<file path="config.mk">
export PLATFORM = sky130hd
export DESIGN_NAME = iorw_watchdog
export DESIGN_NICKNAME = d
export VERILOG_FILES = /design/src/design/iorw_pkg.sv /design/src/design/iorw_prescaler.sv /design/src/design/iorw_watchdog.sv
export VERILOG_INCLUDE_DIRS = /design/src /design/src/design
export SDC_FILE = /design/constraint.sdc
export NUM_CORES = 1
export LEC_CHECK = 0
export BUFFER_PORTS_ARGS = -buffer_cell sky130_fd_sc_hd__buf_2
export CAP_MARGIN = 30
export CORE_MARGIN = 10
export CORE_UTILIZATION = 58
export CTS_CLUSTER_DIAMETER = 60
export DETAILED_ROUTE_END_ITERATION = 10
export PLACE_DENSITY = 0.8
export SYNTH_ARGS = -nofsm -noshare
export SYNTH_HDL_FRONTEND = slang
export SYNTH_SLANG_ARGS = --single-unit
</file>
<file path="constraint.sdc">
create_clock -name core_clk -period 3.2 [get_ports core_clk]
set_input_delay 0.16 -clock core_clk [delete_from_list [all_inputs] [get_ports core_clk]]
set_output_delay 0.16 -clock core_clk [all_outputs]
set_load 0.05 [all_outputs]
</file>
<file path="src/design/iorw_defines.svh">
// Address map, field positions and timing figures of the I/O read watchdog
`ifndef IORW_DEFINES_SVH
`define IORW_DEFINES_SVH

`define IORW_ADDR_W          16
`define IORW_PORT_DISABLE    16'h0043
`define IORW_PORT_ENABLE     16'h0443

`define IORW_CLK_PERIOD_PS   25000
`define IORW_TICK_NS         1000000
`define IORW_PULSE_NS        1000

`define IORW_PERIOD0_MS      1000
`define IORW_PERIOD1_MS      2000
`define IORW_PERIOD2_MS      5000
`define IORW_PERIOD3_MS      10000
`define IORW_CNT_W           16

`define IORW_ACT_NMI         1'b1
`define IORW_STAT_RUN_BIT    0
`define IORW_STAT_FIRE_BIT   1
`define IORW_STAT_ACT_BIT    2
`define IORW_STAT_PER_LSB    3

`endif

</file>
<file path="src/design/iorw_pkg.sv">
// Types shared by the I/O read watchdog files
package iorw_pkg;

   typedef enum logic [2:0] {
      IORW_ST_OFF  = 3'b001,
      IORW_ST_RUN  = 3'b010,
      IORW_ST_FIRE = 3'b100
   } iorw_state_t;

   typedef struct packed {
      logic        rd_n;
      logic        action;
      logic [1:0]  period;
      logic [15:0] addr;
   } iorw_pins_t;

   typedef struct packed {
      logic en_hit;
      logic dis_hit;
   } iorw_cmd_t;

endpackage

</file>
<file path="src/design/iorw_prescaler.sv">
// Millisecond tick generator, restartable so a refresh gives a full period
`timescale 1ns/1ps
`default_nettype none

module iorw_prescaler #(
   parameter int TICK_CYCLES = 40000
) (
   input  wire logic core_clk,
   input  wire logic rst_n,
   input  wire logic restart,
   output var  logic tick
);

   localparam int W = $clog2(TICK_CYCLES + 1);
   localparam logic [W-1:0] LAST = W'(TICK_CYCLES - 1);

   logic [W-1:0] cnt_r;

   always_ff @(posedge core_clk or negedge rst_n) begin
      if (!rst_n) begin
         cnt_r <= '0;
      end else if (restart || cnt_r == LAST) begin
         cnt_r <= '0;
      end else begin
         cnt_r <= cnt_r + W'(1);
      end
   end

   always_ff @(posedge core_clk or negedge rst_n) begin
      if (!rst_n) begin
         tick <= 1'b0;
      end else begin
         tick <= !restart && cnt_r == LAST;
      end
   end

endmodule

`default_nettype wire

</file>
<file path="src/design/iorw_watchdog.sv">
// Watchdog driven only by host I/O reads of an enable and a disable port
`timescale 1ns/1ps
`default_nettype none
`include "iorw_defines.svh"

// Overview of operation
// A host read of the enable port turns the watchdog on and starts counting.
// A host read of the disable port turns it off; no timeout can follow.
// Each further enable read while running restarts the full period.
// On expiry pulse system reset or NMI, chosen by the action strap.
// The period comes from the period strap, never from software.
// Software refreshes no later than 70 percent of the period.
// Software reads the disable port before its program ends.
// After reset the watchdog is off with no countdown until enabled.
module iorw_watchdog #(
   parameter int TICK_CYCLES = (`IORW_TICK_NS * 1000) / `IORW_CLK_PERIOD_PS,
   parameter int PERIOD0_MS  = `IORW_PERIOD0_MS,
   parameter int PERIOD1_MS  = `IORW_PERIOD1_MS,
   parameter int PERIOD2_MS  = `IORW_PERIOD2_MS,
   parameter int PERIOD3_MS  = `IORW_PERIOD3_MS
) (
   input  wire logic                     core_clk,
   input  wire logic                     rst_n,
   input  wire logic [`IORW_ADDR_W-1:0]  io_addr,
   input  wire logic                     io_rd_n,
   input  wire logic                     timeout_action_strap,
   input  wire logic [1:0]               timeout_period_strap,
   output var  logic [7:0]               io_data_o,
   output var  logic                     io_data_oe_n,
   output var  logic                     sys_reset_n_o,
   output var  logic                     nmi_o
);

   localparam int PULSE_CYC = (`IORW_PULSE_NS * 1000
                              + `IORW_CLK_PERIOD_PS - 1) / `IORW_CLK_PERIOD_PS;
   localparam logic [7:0] PULSE_LAST = 8'(PULSE_CYC - 1);

   iorw_pkg::iorw_pins_t  pin1_r;
   iorw_pkg::iorw_pins_t  pin2_r;
   logic                  rd_seen_r;
   logic                  rd_fall;
   iorw_pkg::iorw_cmd_t   cmd;
   iorw_pkg::iorw_state_t state_r;
   logic [`IORW_CNT_W-1:0] cnt_r;
   logic [`IORW_CNT_W-1:0] period_ms;
   logic [7:0]            pulse_r;
   logic                  tick;
   logic                  expire;
   logic                  restart;

   // Two-stage capture of every pin; the first stage feeds only the second
   always_ff @(posedge core_clk or negedge rst_n) begin
      if (!rst_n) begin
         pin1_r <= '{rd_n: 1'b1, action: 1'b0, period: 2'h0, addr: 16'h0};
         pin2_r <= '{rd_n: 1'b1, action: 1'b0, period: 2'h0, addr: 16'h0};
      end else begin
         pin1_r <= '{rd_n: io_rd_n, action: timeout_action_strap,
                     period: timeout_period_strap, addr: io_addr};
         pin2_r <= pin1_r;
      end
   end

   always_ff @(posedge core_clk or negedge rst_n) begin
      if (!rst_n) begin
         rd_seen_r <= 1'b1;
      end else begin
         rd_seen_r <= pin2_r.rd_n;
      end
   end

   // One command per read cycle, taken at the falling strobe edge
   assign rd_fall     = rd_seen_r && !pin2_r.rd_n;
   assign cmd.en_hit  = rd_fall && pin2_r.addr == `IORW_PORT_ENABLE;
   assign cmd.dis_hit = rd_fall && pin2_r.addr == `IORW_PORT_DISABLE;

   always_comb begin
      case (pin2_r.period)
         2'h0:    period_ms = `IORW_CNT_W'(PERIOD0_MS);
         2'h1:    period_ms = `IORW_CNT_W'(PERIOD1_MS);
         2'h2:    period_ms = `IORW_CNT_W'(PERIOD2_MS);
         default: period_ms = `IORW_CNT_W'(PERIOD3_MS);
      endcase
   end

   assign restart = cmd.en_hit && state_r != iorw_pkg::IORW_ST_FIRE;
   assign expire  = state_r == iorw_pkg::IORW_ST_RUN && !cmd.en_hit
                    && !cmd.dis_hit && tick && cnt_r == `IORW_CNT_W'(1);

   iorw_prescaler #(
      .TICK_CYCLES (TICK_CYCLES)
   ) u_prescaler (
      .core_clk (core_clk),
      .rst_n    (rst_n),
      .restart  (restart),
      .tick     (tick)
   );

   // Fire pulse runs to completion; host reads during it are ignored
   always_ff @(posedge core_clk or negedge rst_n) begin
      if (!rst_n) begin
         state_r <= iorw_pkg::IORW_ST_OFF;
      end else begin
         case (state_r)
            iorw_pkg::IORW_ST_OFF: begin
               if (cmd.en_hit) begin
                  state_r <= iorw_pkg::IORW_ST_RUN;
               end
            end
            iorw_pkg::IORW_ST_RUN: begin
               if (cmd.dis_hit) begin
                  state_r <= iorw_pkg::IORW_ST_OFF;
               end else if (expire) begin
                  state_r <= iorw_pkg::IORW_ST_FIRE;
               end
            end
            iorw_pkg::IORW_ST_FIRE: begin
               if (pulse_r == PULSE_LAST) begin
                  state_r <= iorw_pkg::IORW_ST_OFF;
               end
            end
            default: state_r <= iorw_pkg::IORW_ST_OFF;
         endcase
      end
   end

   always_ff @(posedge core_clk or negedge rst_n) begin
      if (!rst_n) begin
         cnt_r <= '0;
      end else if (restart) begin
         cnt_r <= period_ms;
      end else if (cmd.dis_hit || state_r != iorw_pkg::IORW_ST_RUN) begin
         cnt_r <= '0;
      end else if (tick && cnt_r != '0) begin
         cnt_r <= cnt_r - `IORW_CNT_W'(1);
      end
   end

   always_ff @(posedge core_clk or negedge rst_n) begin
      if (!rst_n) begin
         pulse_r <= 8'h00;
      end else if (state_r == iorw_pkg::IORW_ST_FIRE) begin
         pulse_r <= pulse_r + 8'h01;
      end else begin
         pulse_r <= 8'h00;
      end
   end

   // Strap sampled at expiry; it picks the pulse for the whole fire phase
   always_ff @(posedge core_clk or negedge rst_n) begin
      if (!rst_n) begin
         sys_reset_n_o <= 1'b1;
         nmi_o         <= 1'b0;
      end else if (expire) begin
         sys_reset_n_o <= pin2_r.action == `IORW_ACT_NMI;
         nmi_o         <= pin2_r.action == `IORW_ACT_NMI;
      end else if (state_r == iorw_pkg::IORW_ST_FIRE
                   && pulse_r == PULSE_LAST) begin
         sys_reset_n_o <= 1'b1;
         nmi_o         <= 1'b0;
      end
   end

   // Read data show live state while either port is being read
   always_ff @(posedge core_clk or negedge rst_n) begin
      if (!rst_n) begin
         io_data_oe_n <= 1'b1;
         io_data_o    <= 8'h00;
      end else begin
         io_data_oe_n <= !(!pin2_r.rd_n
                          && (pin2_r.addr == `IORW_PORT_ENABLE
                              || pin2_r.addr == `IORW_PORT_DISABLE));
         io_data_o    <= 8'h00;
         io_data_o[`IORW_STAT_RUN_BIT]  <= state_r == iorw_pkg::IORW_ST_RUN;
         io_data_o[`IORW_STAT_FIRE_BIT] <= state_r == iorw_pkg::IORW_ST_FIRE;
         io_data_o[`IORW_STAT_ACT_BIT]  <= pin2_r.action;
         io_data_o[`IORW_STAT_PER_LSB +: 2] <= pin2_r.period;
      end
   end
endmodule

`default_nettype wire

</file>
# Yosys cells after proc, flatten, opt, wreduce, memory -nomap -nowiden
# Cells that the tools add are included.
[op_classes]
addsub = 3
multipliers = 0
div_mod_pow = 0
order_cmp = 0
n_eq_ne = 15
shifts = 0
muxes = 15
bitwise_logic = 0
n_reduce_logical = 25
[ops]
columns = ["operator", "count"]
rows = [
  ["$mux W16", 4],
  ["$pmux W14 S3", 1],
  ["$add A16 B1 Y16 const B", 1],
  ["$eq A16 B1 Y1 const B", 1],
  ["$eq A16 B11 Y1 const B", 1],
  ["$eq A16 B16 Y1 const B", 1],
  ["$eq A16 B7 Y1 const B", 1],
  ["$reduce_bool A16 Y1", 1],
  ["$sub A16 B1 Y16 const B", 1],
  ["$logic_and A1 B1 Y1", 12],
  ["$mux W3", 4],
  ["$pmux W3 S3", 1],
  ["$add A8 B1 Y8 const B", 1],
  ["$eq A8 B6 Y1 const B", 1],
  ["$mux W8", 1],
  ["$ne A3 B3 Y1 const B", 2],
  ["$logic_not A1 Y1", 5],
  ["$mux W1", 4],
  ["$ne A2 B2 Y1 const B", 2],
  ["$eq A3 B1 Y1 const B", 1],
  ["$eq A3 B2 Y1 const B", 1],
  ["$eq A3 B3 Y1 const B", 1],
  ["$logic_or A1 B1 Y1", 3],
  ["$ne A3 B2 Y1 const B", 1],
  ["6 further kinds", 6],
]
[word_totals]
regBits = 93
latch_bits = 0
ramBits = 0
rom_bits = 0
out_inout_bits = 11
wordCells = 76
n_memories = 0

# Depth between registers and ports, before layout
[depth]
ltp_word = 11
depth_mapped = 8

# By module
# Synthesis repeated with hierarchy kept, for this count alone.
[unflattened]
hier_cells = 334
hier_area_um2 = 3920.0
[by_module_without_submodules]
columns = ["mod", "n_inst", "cells_per_inst", "area_per_inst_um2"]
rows = [
  ["iorw_watchdog", 1, 249, 3064.2],
  ["iorw_prescaler", 1, 85, 855.8],
]

# Least setup slack after synthesis
# Ideal clock, no wire load.
[synth_timing]
path_kind = "flip-flop to flip-flop"
startpoint = "register cnt_r[0]"
endpoint = "register cnt_r[5]"
setup_ps = 94
arrival_time_ps = 2281
slack_ps = 825
path_stages_with_launch = 9
path_buffers = 1
synth_period_minus_slack_ps = 2375
cell_sequence = "dfrtp_1 > inv_1 > ha_1 > or4b_1 > or4_4 > and2_4 > buf_6 > a31o_1 > a211oi_1"
[synth_via]
elab_chain_len = 4
[synth_rtl]
columns = ["item", "line_no", "text"]
rows = [
  ["from (decl)", "iorw_watchdog.sv:44", "logic [`IORW_CNT_W-1:0] cnt_r;"],
  ["from (signal assigned)", "iorw_watchdog.sv:130", "cnt_r <= period_ms;"],
  ["from (signal assigned)", "iorw_watchdog.sv:134", "cnt_r <= cnt_r - `IORW_CNT_W'(1);"],
  ["$sub A16 B1 Y16", "iorw_watchdog.sv:134", ""],
  ["$mux W16", "iorw_watchdog.sv:133", "end else if (tick && cnt_r != '0) begin"],
  ["$mux W16", "iorw_watchdog.sv:131", "end else if (cmd.dis_hit || state_r != iorw_pkg::IORW_ST_RUN) begin"],
  ["$mux W16", "iorw_watchdog.sv:129", "end else if (restart) begin"],
]
# Several ways; a longest one is shown, not always the timed one. The select of a mux whose other input is x is not followed.
# A chain may end at the register's enable or synchronous reset.

# Worst setup path after layout
[layout_timing]
startpoint = "register cnt_r[0]"
endpoint = "register cnt_r[10]"
# Same word-level chain as after synthesis.

==> results_dict.tcl <==
set metrics [dict create \
    status "finished clean" \
    powerDensity_nw_per_um2 481 \
    fin_setup_tns_ns 0 \
    slew_violations 0 \
    synth-simple-area-share_pct 20.6 \
    detail-route-antenna-nets 0 \
    synth_top_family_by_area "simple AND/OR/NAND/NOR gates" \
    fin_crit_ns 2.46 \
    cts_buffer_depth 2 \
    p_leak_nw 2.03 \
    ys_warn_count 0 \
    clock_skew_ns 0.00718 \
    startpoint_type "register" \
    synthCells 326 \
    required_ns 3.45 \
    hold_path_class "in -> async" \
    clock_latency_ns 0.36 \
    ys.flop_type "dfrtp_1" \
    finalPower_mw 2.12 \
    synth-adder-area-share_pct 1.66 \
    grt_first_pass_wirelength_um 13100 \
    cts_buffers 9 \
    synth_top_area_share_pct 57.8 \
    synth_top_area_cell "dfrtp_1" \
    via_per_inst 5.74 \
    tightest_slew_ns 0.591 \
    combinationalPowerShare_pct 4.3 \
    diodes 0 \
    cts_sinks 93 \
    ys_seq_area_share_pct 62.0 \
    grt_pass1_vias 2705 \
    fmax_mhz 406 \
    drcViolationCount 0 \
    pre_cts_ws_ns 0.761 \
    r2r_cells 7 \
    drive_above_1_share_pct 16.1 \
    cp-end-kind "register" \
    final_cells 463 \
    syn_to_final_growth_pct 17.4 \
    p_sw_uw 485 \
    worstPathMaxFanout 5 \
    die-area_um2 10100 \
    track_usage_pct 16.2 \
    synthArstFlopShare_pct 100 \
    synth.distinct_cells 49 \
    setup_viol 0 \
    core.rowCount 29 \
    ys_ff_latch 93 \
    post_cts_buffers 0 \
    antenna_found_initial 0 \
    cts_tree "yes" \
    post-dp-hpwl_um 4960 \
    wl_per_cell_um 16.2 \
    peakVddDrop_mv 0.363 \
    maxSlewHeadroom_pct 60.2 \
    synth_xor_area_share_pct 6.05 \
    switching_share_pct 22.9 \
    htreeDepth 3 \
    fin_util_pct 70.0 \
    worstPathArrival_ns 2.72 \
    grt_max_degree 49 \
    portBuffers 29 \
    intPower_mw 1.64 \
    fin_nets 408 \
    grt_setup_unrepaired "no" \
    placed_cells 426 \
    hold_viol 0 \
    wirelength_um 7480 \
    drtIter0Drc 276 \
    firstDrtPassIters 5 \
    synth_edf_count 0 \
    clkPwrFrac_pct 37.6 \
    timing.final.ws_setup_ns 0.736 \
    synth_compound_area_share_pct 6.72 \
    avgSynthCellArea_um2 11.5 \
    io_pins 33 \
    vias 2657 \
    syn_area_um2 3760 \
    core-area_um2 6310 \
    path_clk_slew_ns 0.09 \
    ys_top_cells_by_area "dfrtp_1, nor2_1, dfstp_2" \
    p_seq_share_pct 58.1 \
    routabilityCongestion 0.884 \
    initial_core_util_pct 59.6 \
    synth_mux_area_share_pct 0.532 \
    overflow 0 \
    die_x_um 101 \
    cts_root_buf "clkbuf_8" \
    crit_type "reg -> reg" \
    timing.final.crit_share_pct 77.0 \
    fp.dieH_um 101 \
    max_cap_violations 0 \
]
final cells by class:
class                   instances  area [µm²]
inverters                       7        26.3
multi-input cells             217        1350
repair buffers                 53         400
fillers                       452        1900
flip-flops and latches         93        2330
clock inverters                 6        72.6
clock buffers                  10         138
well taps                      77        96.3
worst max-delay path, cell delays in order, from the launching register on:
cell      delay, ns
dfrtp_1        0.43
inv_1          0.10
ha_1           0.13
or4b_1         0.48
or4_4          0.54
a221oi_2       0.41
a21oi_1        0.08
o22a_1         0.19
kinds of logic after synthesis:
group / count (synthesis)
simple gates: 145
flops: 93
compound gates: 36
xor+xnor: 26
buf+inv: 18
fa+ha+maj: 5
mux: 2
other cells: 1
metrics by stage:
step / hold WS [ns] / cell area [µm²]
final: 0.341 / 4420
after detailed placement: 0.207 / 4000
after global routing: 0.359 / 4420
after CTS: 0.347 / 4420
after global placement: 0.264 / 3970
after floorplan: -0.136 / 3770
placed cells by master (no fill, tap or decap), drive strengths merged, types with 9 or more instances in the layout:
cell	Yosys	routed
nand3	15	15
nor2	43	43
nand4	9	9
xor2	14	14
dfrtp	87	87
xnor2	12	12
nand2	14	14
clkbuf	7	10
buf	4	32
nor4	9	9
dlygate4sd3	0	21
nor3	13	13
cell usage after synthesis (7+ instances only):
cell type  instances
xor2_1            14
nor4_1             9
inv_1              7
xnor2_1           12
and3_1             7
nor3_1            13
clkbuf_1           7
nand3_1           15
nand4_1            9
a21oi_1            7
dfrtp_1           87
nand2_1           14
nor2_1            43
worst paths after layout:
| check | from | slack [ns] | to |
|---|---|---|---|
| min reg2reg | pin1_r[3] | 0.35 | pin2_r[3] |
| max reg2reg | cnt_r[0] | 0.74 | cnt_r[10] |
| min in group core_clk | pin1_r[3] | 0.35 | pin2_r[3] |
| max in group asynchronous | rst_n | 2.24 | pin2_r[17] |
| max | cnt_r[0] | 0.74 | cnt_r[10] |
| min | rst_n | 0.34 | pin1_r[11] |
power groups by stage:
stage                     clock network, mW  registers, mW  logic (mW)
after floorplan                           0           1.26      0.0241
after global placement                    0           1.25      0.0655
after detailed placement                  0           1.26      0.0725
after CTS                             0.813           1.23      0.0925
after global routing                  0.866           1.24       0.103
final                                 0.798           1.23      0.0912
registers in the layout, summed over array words and instances (netlist names):
signal             cells
u_prescaler.cnt_r     16
pin2_r                20
cnt_r                 16
io_data_oe_n           1
io_data_o              5
sys_reset_n_o          1
u_prescaler.tick       1
pulse_r                8
nmi_o                  1
rd_seen_r              1
state_r                3
pin1_r                20
timing repair:
item	CTS	global route
endpoints found under the hold margin	61	0
hold buffers	21	0
resized for setup	0	0
endpoints found under the setup margin	0	0
per-layer routing:
layer / global-route usage (%) / vias to the layer above / part of all wire (%)
met5: 0 / - / 0
met4: 7.93 / 0 / 2.2
met3: 4.73 / 16 / 5.4
met2: 25.8 / 79 / 50
met1: 19.7 / 1302 / 42
li1: - / 1260 / -
Power figures use the tool's default switching activity.
